--- config.mk ---
export PLATFORM = sky130hd
export DESIGN_NAME = timer_toggle_status_irq
export DESIGN_NICKNAME = d
export VERILOG_FILES = /design/src/core/timer_toggle_pkg.sv /design/src/core/timer_toggle_status_irq.sv /design/src/core/compare_match.sv
export SDC_FILE = /design/constraint.sdc
export NUM_CORES = 1
export LEC_CHECK = 0
export BUFFER_PORTS_ARGS = -buffer_cell sky130_fd_sc_hd__buf_2
export CORE_ASPECT_RATIO = 0.75
export CORE_MARGIN = 1.5
export CORE_UTILIZATION = 25
export CTS_BUF_LIST = sky130_fd_sc_hd__clkbuf_8
export CTS_CLUSTER_SIZE = 40
export DETAILED_ROUTE_END_ITERATION = 7
export HOLD_SLACK_MARGIN = 0.03
export SLEW_MARGIN = 5
export SYNTH_ARGS = -nofsm -noshare
export SYNTH_HDL_FRONTEND = slang
export SYNTH_SLANG_ARGS = --single-unit
--- constraint.sdc ---
create_clock -name i_core_clk -period 4.2 [get_ports i_core_clk]
set_input_delay 0.42 -clock i_core_clk [delete_from_list [all_inputs] [get_ports i_core_clk]]
set_output_delay 0.42 -clock i_core_clk [all_outputs]
set_load 0.02 [all_outputs]
--- src/core/timer_toggle_pkg.sv ---
/*
 * Shared constants and types for the timer output flop, event status
 * and interrupt mask block.
 * Assumes a 32-bit register port with byte addresses on word bounds.
 */
package timer_toggle_pkg;

    // register port geometry
    localparam int ADDR_W = 8;
    localparam int DATA_W = 32;
    localparam int CNT_W  = 16;

    // register byte addresses
    localparam logic [7:0] OFS_TOGGLE_FLOP_CONTROL = 8'h00;
    localparam logic [7:0] OFS_EVENT_STATUS        = 8'h04;
    localparam logic [7:0] OFS_EVENT_IRQ_ENABLE    = 8'h08;
    localparam logic [7:0] OFS_COMPARE_REG_0       = 8'h0C;
    localparam logic [7:0] OFS_COMPARE_REG_1       = 8'h10;

    // toggle_flop_control field positions
    localparam int POS_FLOP_COMMAND   = 0;
    localparam int POS_CMP0_TOGGLE_EN = 2;
    localparam int POS_CMP1_TOGGLE_EN = 3;
    localparam int POS_CAP0_TOGGLE_EN = 4;
    localparam int POS_CAP1_TOGGLE_EN = 5;
    localparam int POS_CTRL_ONES      = 6;

    // event_status and event_irq_enable field positions
    localparam int POS_CMP0_EVENT     = 0;
    localparam int POS_CMP1_EVENT     = 1;
    localparam int POS_OVERFLOW_EVENT = 2;

    // fixed read values and reset values
    localparam logic [1:0]  CTRL_ONES_RD     = 2'h3;
    localparam logic [1:0]  FLOP_COMMAND_RD  = 2'h3;
    localparam logic [3:0]  TOGGLE_EN_RST    = 4'h0;
    localparam logic [2:0]  EVENT_RST        = 3'h0;
    localparam logic [15:0] COMPARE_RST      = 16'h0000;
    localparam logic        TOGGLE_FLOP_RST  = 1'b0;
    localparam logic [31:0] RDATA_RST        = 32'h0000_0000;

    // software command for the output flop
    typedef enum logic [1:0] {
        CMD_INVERT = 2'b00,
        CMD_SET    = 2'b01,
        CMD_CLEAR  = 2'b10,
        CMD_KEEP   = 2'b11
    } flop_command_t;

    // one bit per timer event, same layout for status and mask
    typedef struct packed {
        logic overflow;
        logic cmp1;
        logic cmp0;
    } event_bits_t;

    // toggle enables held in toggle_flop_control
    typedef struct packed {
        logic cap1_toggle_en;
        logic cap0_toggle_en;
        logic cmp1_toggle_en;
        logic cmp0_toggle_en;
    } toggle_en_t;

    // register port request
    typedef struct packed {
        logic [ADDR_W-1:0] addr;
        logic [DATA_W-1:0] wdata;
        logic              wr;
        logic              rd;
    } reg_req_t;

endpackage

--- src/core/timer_toggle_status_irq.sv ---
/*
 * Output flop control, event status flags and interrupt mask of one
 * 16-bit timer channel, with its two compare registers.
 * Word-wide registers only; unmapped words read zero and drop writes.
 * Assumes the counter, prescaler and capture logic sit outside and
 * deliver one-cycle strobes on the core clock; all inputs synchronous.
 */
`timescale 1ns/1ps

// Notes on behaviour
// RQ1: capture-1 toggle enable set: each capture into register 1 inverts flop
// RQ2: capture-0 toggle enable set: each capture into register 0 inverts flop
// RQ3: compare-1 toggle enable set: counter equal compare 1 inverts flop
// RQ4: compare-0 toggle enable set: counter equal compare 0 inverts flop
// RQ5: command write: 00 invert, 01 set, 10 clear, 11 leave flop
// RQ6: command field always reads back as 11
// RQ7: counter overflow sets status bit 2
// RQ8: compare-1 match sets status bit 1
// RQ9: compare-0 match sets status bit 0
// RQ10: reading the status register clears its flags; writes cannot
// RQ11: interrupt request only for events whose mask bit is one
// RQ12: flags set on events whatever the mask says
// RQ13: mask bit 2 overflow, bit 1 compare 1, bit 0 compare 0
// RQ14: two 16-bit compare registers matched against the up-counter
// RQ15: control bits 7:6 read one, upper bits read zero
// RQ16: event in same cycle as status read keeps its flag set
// RQ17: coincident triggers invert once; software command wins that cycle
module timer_toggle_status_irq
    import timer_toggle_pkg::*;
(
    input  wire logic              i_core_clk,     // 40 MHz core clock
    input  wire logic              i_nrst,         // sync reset, low
    input  wire logic [ADDR_W-1:0] i_addr,         // register byte address
    input  wire logic [DATA_W-1:0] i_wdata,        // register write data
    input  wire logic              i_wr,           // write strobe
    input  wire logic              i_rd,           // read strobe
    input  wire logic [CNT_W-1:0]  i_counter,      // up-counter value
    input  wire logic              i_count_step,   // counter just advanced
    input  wire logic              i_overflow,     // counter overflow pulse
    input  wire logic              i_cap0_strobe,  // capture reg 0 loaded
    input  wire logic              i_cap1_strobe,  // capture reg 1 loaded
    output logic      [DATA_W-1:0] o_rdata,        // read data, next cycle
    output logic                   o_irq,          // interrupt level
    output logic                   o_toggle_flop   // timer output flop
);

    ////////////////////////////////////////////////////////////////////
    // declarations

    // register port request
    reg_req_t          req;

    // control, status and mask state
    toggle_en_t        toggle_en_q;
    event_bits_t       status_q;
    event_bits_t       status_d;
    event_bits_t       irq_en_q;
    event_bits_t       events;
    flop_command_t     cmd;

    // compare words and match pulses
    logic [CNT_W-1:0]  cmp0_value;
    logic [CNT_W-1:0]  cmp1_value;
    logic              cmp0_match;
    logic              cmp1_match;

    // address selects and qualified accesses
    logic              sel_ctrl;
    logic              sel_status;
    logic              sel_irq_en;
    logic              sel_cmp0;
    logic              sel_cmp1;
    logic              ctrl_wr;
    logic              status_rd;

    // output flop and interrupt
    logic              hw_toggle;
    logic              toggle_flop_q;
    logic              toggle_flop_d;
    logic              irq_q;

    // registered read data
    logic [DATA_W-1:0] rdata_q;
    logic [DATA_W-1:0] rdata_d;

    ////////////////////////////////////////////////////////////////////
    // register port bundle and address decode

    // ports gathered into one request word
    assign req.addr  = i_addr;
    assign req.wdata = i_wdata;
    assign req.wr    = i_wr;
    assign req.rd    = i_rd;

    // one select per mapped word
    assign sel_ctrl   = (req.addr == OFS_TOGGLE_FLOP_CONTROL);
    assign sel_status = (req.addr == OFS_EVENT_STATUS);
    assign sel_irq_en = (req.addr == OFS_EVENT_IRQ_ENABLE);
    assign sel_cmp0   = (req.addr == OFS_COMPARE_REG_0);
    assign sel_cmp1   = (req.addr == OFS_COMPARE_REG_1);

    // qualified accesses
    assign ctrl_wr   = req.wr && sel_ctrl;
    assign status_rd = req.rd && sel_status;

    ////////////////////////////////////////////////////////////////////
    // compare registers and match detectors

    // both detectors share one step, so a value equal
    // to both words flags both in the same cycle
    compare_match u_cmp0 (
        .i_core_clk (i_core_clk),
        .i_nrst     (i_nrst),
        .i_wr_en    (req.wr && sel_cmp0),
        .i_wdata    (req.wdata[CNT_W-1:0]),
        .i_counter  (i_counter),
        .i_step     (i_count_step),
        .o_value_q  (cmp0_value),
        .o_match_q  (cmp0_match)
    );

    compare_match u_cmp1 (
        .i_core_clk (i_core_clk),
        .i_nrst     (i_nrst),
        .i_wr_en    (req.wr && sel_cmp1),
        .i_wdata    (req.wdata[CNT_W-1:0]),
        .i_counter  (i_counter),
        .i_step     (i_count_step),
        .o_value_q  (cmp1_value),
        .o_match_q  (cmp1_match)
    );

    ////////////////////////////////////////////////////////////////////
    // toggle enables, written through the control word

    // every control write loads the enables, a pure
    // command write too, so software rewrites the enables
    // it wants to keep beside each command
    always_ff @(posedge i_core_clk) begin
        if (!i_nrst) begin
            toggle_en_q <= TOGGLE_EN_RST;
        end else if (ctrl_wr) begin
            toggle_en_q.cap1_toggle_en <= req.wdata[POS_CAP1_TOGGLE_EN];
            toggle_en_q.cap0_toggle_en <= req.wdata[POS_CAP0_TOGGLE_EN];
            toggle_en_q.cmp1_toggle_en <= req.wdata[POS_CMP1_TOGGLE_EN];
            toggle_en_q.cmp0_toggle_en <= req.wdata[POS_CMP0_TOGGLE_EN];
        end
    end

    ////////////////////////////////////////////////////////////////////
    // output flop: software command first, then hardware triggers

    // command is only live in the cycle of a control write
    // writing 11 leaves the flop to the hardware triggers
    assign cmd = ctrl_wr
               ? flop_command_t'(req.wdata[POS_FLOP_COMMAND +: 2])
               : CMD_KEEP;

    // any enabled trigger, merged so coincident ones invert once
    // overflow is not a trigger, only a flag source
    assign hw_toggle =
          (toggle_en_q.cap1_toggle_en && i_cap1_strobe)     // see RQ1
        | (toggle_en_q.cap0_toggle_en && i_cap0_strobe)     // see RQ2
        | (toggle_en_q.cmp1_toggle_en && cmp1_match)        // see RQ3
        | (toggle_en_q.cmp0_toggle_en && cmp0_match);       // see RQ4

    // next flop value: a command other than keep masks
    // every hardware trigger of the same cycle, so a set
    // or clear is never undone by a coincident capture
    always_comb begin
        case (cmd)
            CMD_INVERT: begin
                toggle_flop_d = ~toggle_flop_q;              // see RQ5
            end
            CMD_SET: begin
                toggle_flop_d = 1'b1;                        // see RQ5
            end
            CMD_CLEAR: begin
                toggle_flop_d = 1'b0;                        // see RQ5
            end
            CMD_KEEP: begin
                // hardware triggers act only without a command
                toggle_flop_d = toggle_flop_q ^ hw_toggle;   // see RQ17
            end
            default: begin
                toggle_flop_d = toggle_flop_q;
            end
        endcase
    end

    // the flop itself
    always_ff @(posedge i_core_clk) begin
        if (!i_nrst) begin
            toggle_flop_q <= TOGGLE_FLOP_RST;
        end else begin
            toggle_flop_q <= toggle_flop_d;
        end
    end

    ////////////////////////////////////////////////////////////////////
    // event status flags

    // events gathered in status layout
    // compare pulses arrive one cycle after the step
    assign events.overflow = i_overflow;                     // see RQ7
    assign events.cmp1     = cmp1_match;                     // see RQ8
    assign events.cmp0     = cmp0_match;                     // see RQ9

    // read clears, new event wins, mask plays no part
    // the or after the clear keeps an event that meets a
    // read, so the next read still reports it
    always_comb begin
        status_d = status_q;
        if (status_rd) begin
            status_d = EVENT_RST;                            // see RQ10
        end
        status_d = status_d | events;                        // see RQ16 RQ12
    end

    // sticky flags, no write path
    // writes to the status word are dropped
    always_ff @(posedge i_core_clk) begin
        if (!i_nrst) begin
            status_q <= EVENT_RST;
        end else begin
            status_q <= status_d;
        end
    end

    ////////////////////////////////////////////////////////////////////
    // interrupt mask

    // mask bits sit at their event positions
    always_ff @(posedge i_core_clk) begin
        if (!i_nrst) begin
            irq_en_q <= EVENT_RST;
        end else if (req.wr && sel_irq_en) begin
            irq_en_q.overflow <= req.wdata[POS_OVERFLOW_EVENT];  // see RQ13
            irq_en_q.cmp1     <= req.wdata[POS_CMP1_EVENT];      // see RQ13
            irq_en_q.cmp0     <= req.wdata[POS_CMP0_EVENT];      // see RQ13
        end
    end

    ////////////////////////////////////////////////////////////////////
    // interrupt level: only unmasked flags reach the cpu

    // registered, so the level trails a flag or mask change
    // by one cycle
    always_ff @(posedge i_core_clk) begin
        if (!i_nrst) begin
            irq_q <= 1'b0;
        end else begin
            irq_q <= |(status_q & irq_en_q);                     // see RQ11
        end
    end

    ////////////////////////////////////////////////////////////////////
    // read data mux, unmapped words read zero

    // selects are exclusive, so at most one branch applies
    always_comb begin
        rdata_d = RDATA_RST;
        if (sel_ctrl) begin
            rdata_d[POS_CTRL_ONES +: 2]    = CTRL_ONES_RD;       // see RQ15
            rdata_d[POS_CAP1_TOGGLE_EN]    = toggle_en_q.cap1_toggle_en;
            rdata_d[POS_CAP0_TOGGLE_EN]    = toggle_en_q.cap0_toggle_en;
            rdata_d[POS_CMP1_TOGGLE_EN]    = toggle_en_q.cmp1_toggle_en;
            rdata_d[POS_CMP0_TOGGLE_EN]    = toggle_en_q.cmp0_toggle_en;
            rdata_d[POS_FLOP_COMMAND +: 2] = FLOP_COMMAND_RD;    // see RQ6
        end else if (sel_status) begin
            // value before this read's clear
            rdata_d[POS_OVERFLOW_EVENT] = status_q.overflow;
            rdata_d[POS_CMP1_EVENT]     = status_q.cmp1;
            rdata_d[POS_CMP0_EVENT]     = status_q.cmp0;
        end else if (sel_irq_en) begin
            rdata_d[POS_OVERFLOW_EVENT] = irq_en_q.overflow;
            rdata_d[POS_CMP1_EVENT]     = irq_en_q.cmp1;
            rdata_d[POS_CMP0_EVENT]     = irq_en_q.cmp0;
        end else if (sel_cmp0) begin
            rdata_d[CNT_W-1:0] = cmp0_value;
        end else if (sel_cmp1) begin
            rdata_d[CNT_W-1:0] = cmp1_value;
        end else begin
            rdata_d = RDATA_RST;
        end
    end

    // read data stands only in the cycle after the strobe
    // zero otherwise, so a stale word never looks like a reply
    always_ff @(posedge i_core_clk) begin
        if (!i_nrst) begin
            rdata_q <= RDATA_RST;
        end else if (req.rd) begin
            rdata_q <= rdata_d;
        end else begin
            rdata_q <= RDATA_RST;
        end
    end

    ////////////////////////////////////////////////////////////////////
    // outputs, all straight from flops

    // plain copies, no logic after the registers
    assign o_rdata       = rdata_q;
    assign o_irq         = irq_q;
    assign o_toggle_flop = toggle_flop_q;

endmodule

--- src/core/compare_match.sv ---
/*
 * Compare register with its match detector for one timer channel.
 * Assumes the counter value is valid in the cycle of the step pulse.
 */
`timescale 1ns/1ps

module compare_match
    import timer_toggle_pkg::*;
(
    input  wire logic             i_core_clk,  // core clock
    input  wire logic             i_nrst,      // sync reset, low
    input  wire logic             i_wr_en,     // write compare value
    input  wire logic [CNT_W-1:0] i_wdata,     // new compare value
    input  wire logic [CNT_W-1:0] i_counter,   // up-counter value
    input  wire logic             i_step,      // counter shows new value
    output logic      [CNT_W-1:0] o_value_q,   // stored compare value
    output logic                  o_match_q    // one-cycle match pulse
);

    ////////////////////////////////////////////////////////////////////
    // compare value storage
    always_ff @(posedge i_core_clk) begin
        if (!i_nrst) begin
            o_value_q <= COMPARE_RST;
        end else if (i_wr_en) begin
            o_value_q <= i_wdata;  // see RQ14
        end
    end

    ////////////////////////////////////////////////////////////////////
    // match pulse, once per counter value
    always_ff @(posedge i_core_clk) begin
        if (!i_nrst) begin
            o_match_q <= 1'b0;
        end else begin
            o_match_q <= i_step && (i_counter == o_value_q);  // see RQ14
        end
    end

endmodule

==> out/qor.csv <==
metric,value,unit
fmax,489,MHz
yosysUniqueCellTypes,42,
final.setup.tns,0,ns
cts_inserted_buffers,9,
cp-end-kind,flop,
hp-class,input pin to flop,
drv_slew,0,
post-dp-hpwl,6110,µm
critPathKind,input pin to flop,
io_pins,98,
clock_skew,0.00853,ns
antenna_found_initial,2,
crit_family,simple AND/OR/NAND/NOR gates,
synth_edf_count,0,
ys_ff_latch,62,
path_clk_slew,0.07,ns
netlist_top_cells_count,"dfxtp_1 (62), nand2_1 (35), xnor2_1 (24)",
final_util,0.304,
status,"complete, no violations",
crit_chain,buf_2 > nor4_2 > and3_1 > a22oi_1 > o2bb2ai_1,
irDropWorstVdd,0.000147,V
clk_path_buf_depth,2,
period_share,0.487,
syn_inst,342,
post_cts_buffers,0,
p_per_area,345,nW/µm²
first_global_vias,2503,
tightest_slew,0.999,ns
vias,2666,
rsz0062_at_grt,no,
routed_wl,8530,µm
cts_hold_buf,0,
hold_viol_final,0,
synth_ff_type,dfxtp_1,
clkLatencyLatePin,0.35,ns
setup_slack,2.16,ns
drt_iter0_drc,215,
p_leak,1.45,nW
cp-start-kind,input pin,
initial_utilization,0.255,
cts-htree-levels,3,
via_per_inst,4.69,
drt-wirelength-per-cell,15.0,µm
grt_pass1_wl,13300,µm
synthToLayoutAreaGrowth,18.9,%
crit_required,4.47,ns
synth_top_area_share,0.398,
synth.most_common_cell,dfxtp_1,
min_period,2.04,ns
cap_violations,0,
drtPass1Iterations,4,
ys_warn_count,0,
ys_seq_area_frac,0.398,
cts_tree,yes,
fp.dieArea,13200,µm²
place_inst,552,
rows,35,
slew_headroom,0.334,
dp_slack,1.81,ns
synthArstFlopShare,0,
nets,461,
cts_root_buffer,clkbuf_8,
clkSinkCount,62,
grt_max_degree,65,
final-instance-count-excl-fill,569,
drc_errors,0,
ant_nets,0,
yosys-top-cells-area,"dfxtp_1 (40%), xnor2_1 (6.7%), nand3_2 (4.5%)",
cp_slowest_stage_delay,0.88,ns
drive_gt1_frac,0.284,
post_synth.cell_area_avg,9.12,µm²
die_w,132,µm
globalplace.congestion,0.882,
grt_overflow,0,
netlist_area,3120,µm²
critical_path.slowest_cell,and3_1,
groute.usage.overall,0.131,
core,12200,µm²
port_buffers,65,
critPathArrivalTime,2.31,ns
crit_fanout,27,
path_buf_inv,1,
setup-violations-final,0,
cts-resized-gates,0,
die_height,99.7,µm
synth_largest_area_cell,dfxtp_1,
-- cell type report --
class	instances	area, µm²
clock inverter	6	77.6
sequential	62	1240
multi-input combinational	251	1680
tap	166	208
timing repair buffer	68	348
clock buffer	10	138
inverter	5	18.8
antenna	1	2.50
fill	1277	8510
-- cell families after synthesis --
logic type,after synthesis,synth area share
AO/OA/AOI/OAI,80,0.197
buffers and inverters,44,0.0826
AND/OR/NAND/NOR,115,0.206
XOR/XNOR,33,0.0927
multiplexers,7,0.0225
flip-flops,62,0.398
other,1,0.00120
-- per-stage QoR --
stage	power, mW	area [µm²]	hold slack, ns
finish	1.28	3710	0.274
global route	1.32	3710	0.279
CTS	1.29	3710	0.275
detailed placement	0.712	3490	0.477
global placement	0.712	3490	0.471
floorplan	0.678	3180	0.441
-- where the power goes --
part / switching [mW] / internal [mW]
clock: 0.236 / 0.344
combinational: 0.0721 / 0.0381
sequential: 0.00114 / 0.589
total: 0.309 / 0.971
-- placed cells by master, fill, tap and decap left out, types with 3 or more instances in the layout --
cell type and n:
buf_2 65, dfxtp_1 62, nand2_1 35, xnor2_1 24
nand3_1 22, o21ai_2 16, conb_1 16, nand3_2 14
a21boi_0 14, a22oi_1 11, nor2_1 10, nor2b_1 10
clkbuf_8 10, xor2_1 9, inv_1 7, mux2i_1 7
nand4_1 7, nor4_1 6, a21o_1 6, o21ai_0 4
a22o_1 4, o2bb2ai_1 3, a21oi_1 3, o22ai_1 3
a221oi_1 3, a31oi_1 3, o21a_1 3, buf_4 3
-- metal layers --
metal | track usage | wire length (µm)
met5 | 0 | 13
met4 | 0.0701 | 205
met3 | 0.0331 | 524
met2 | 0.203 | 3890
met1 | 0.170 | 3900
-- state kept, by name, summed over array words and instances (netlist names) --
| name | cells |
|---|---|
| o_rdata | 16 |
| u_cmp0.o_value_q | 16 |
| u_cmp1.o_value_q | 16 |
| toggle_en_q | 4 |
| irq_en_q | 3 |
| status_q | 3 |
| o_irq | 1 |
| o_toggle_flop | 1 |
| u_cmp0.o_match_q | 1 |
| u_cmp1.o_match_q | 1 |
-- worst paths after layout --
check                           cells after the start                    to            startpoint  slack [ns]
worst min-delay path                                2           status_q[2]            i_overflow        0.27
worst max-delay path                                5            o_rdata[3]             i_addr[3]        2.16
worst min register to register                      2  u_cmp0.o_value_q[11]  u_cmp0.o_value_q[11]        0.49
worst max register to register                      4            o_rdata[1]           status_q[1]        2.74
Power figures use the tool's default switching activity.
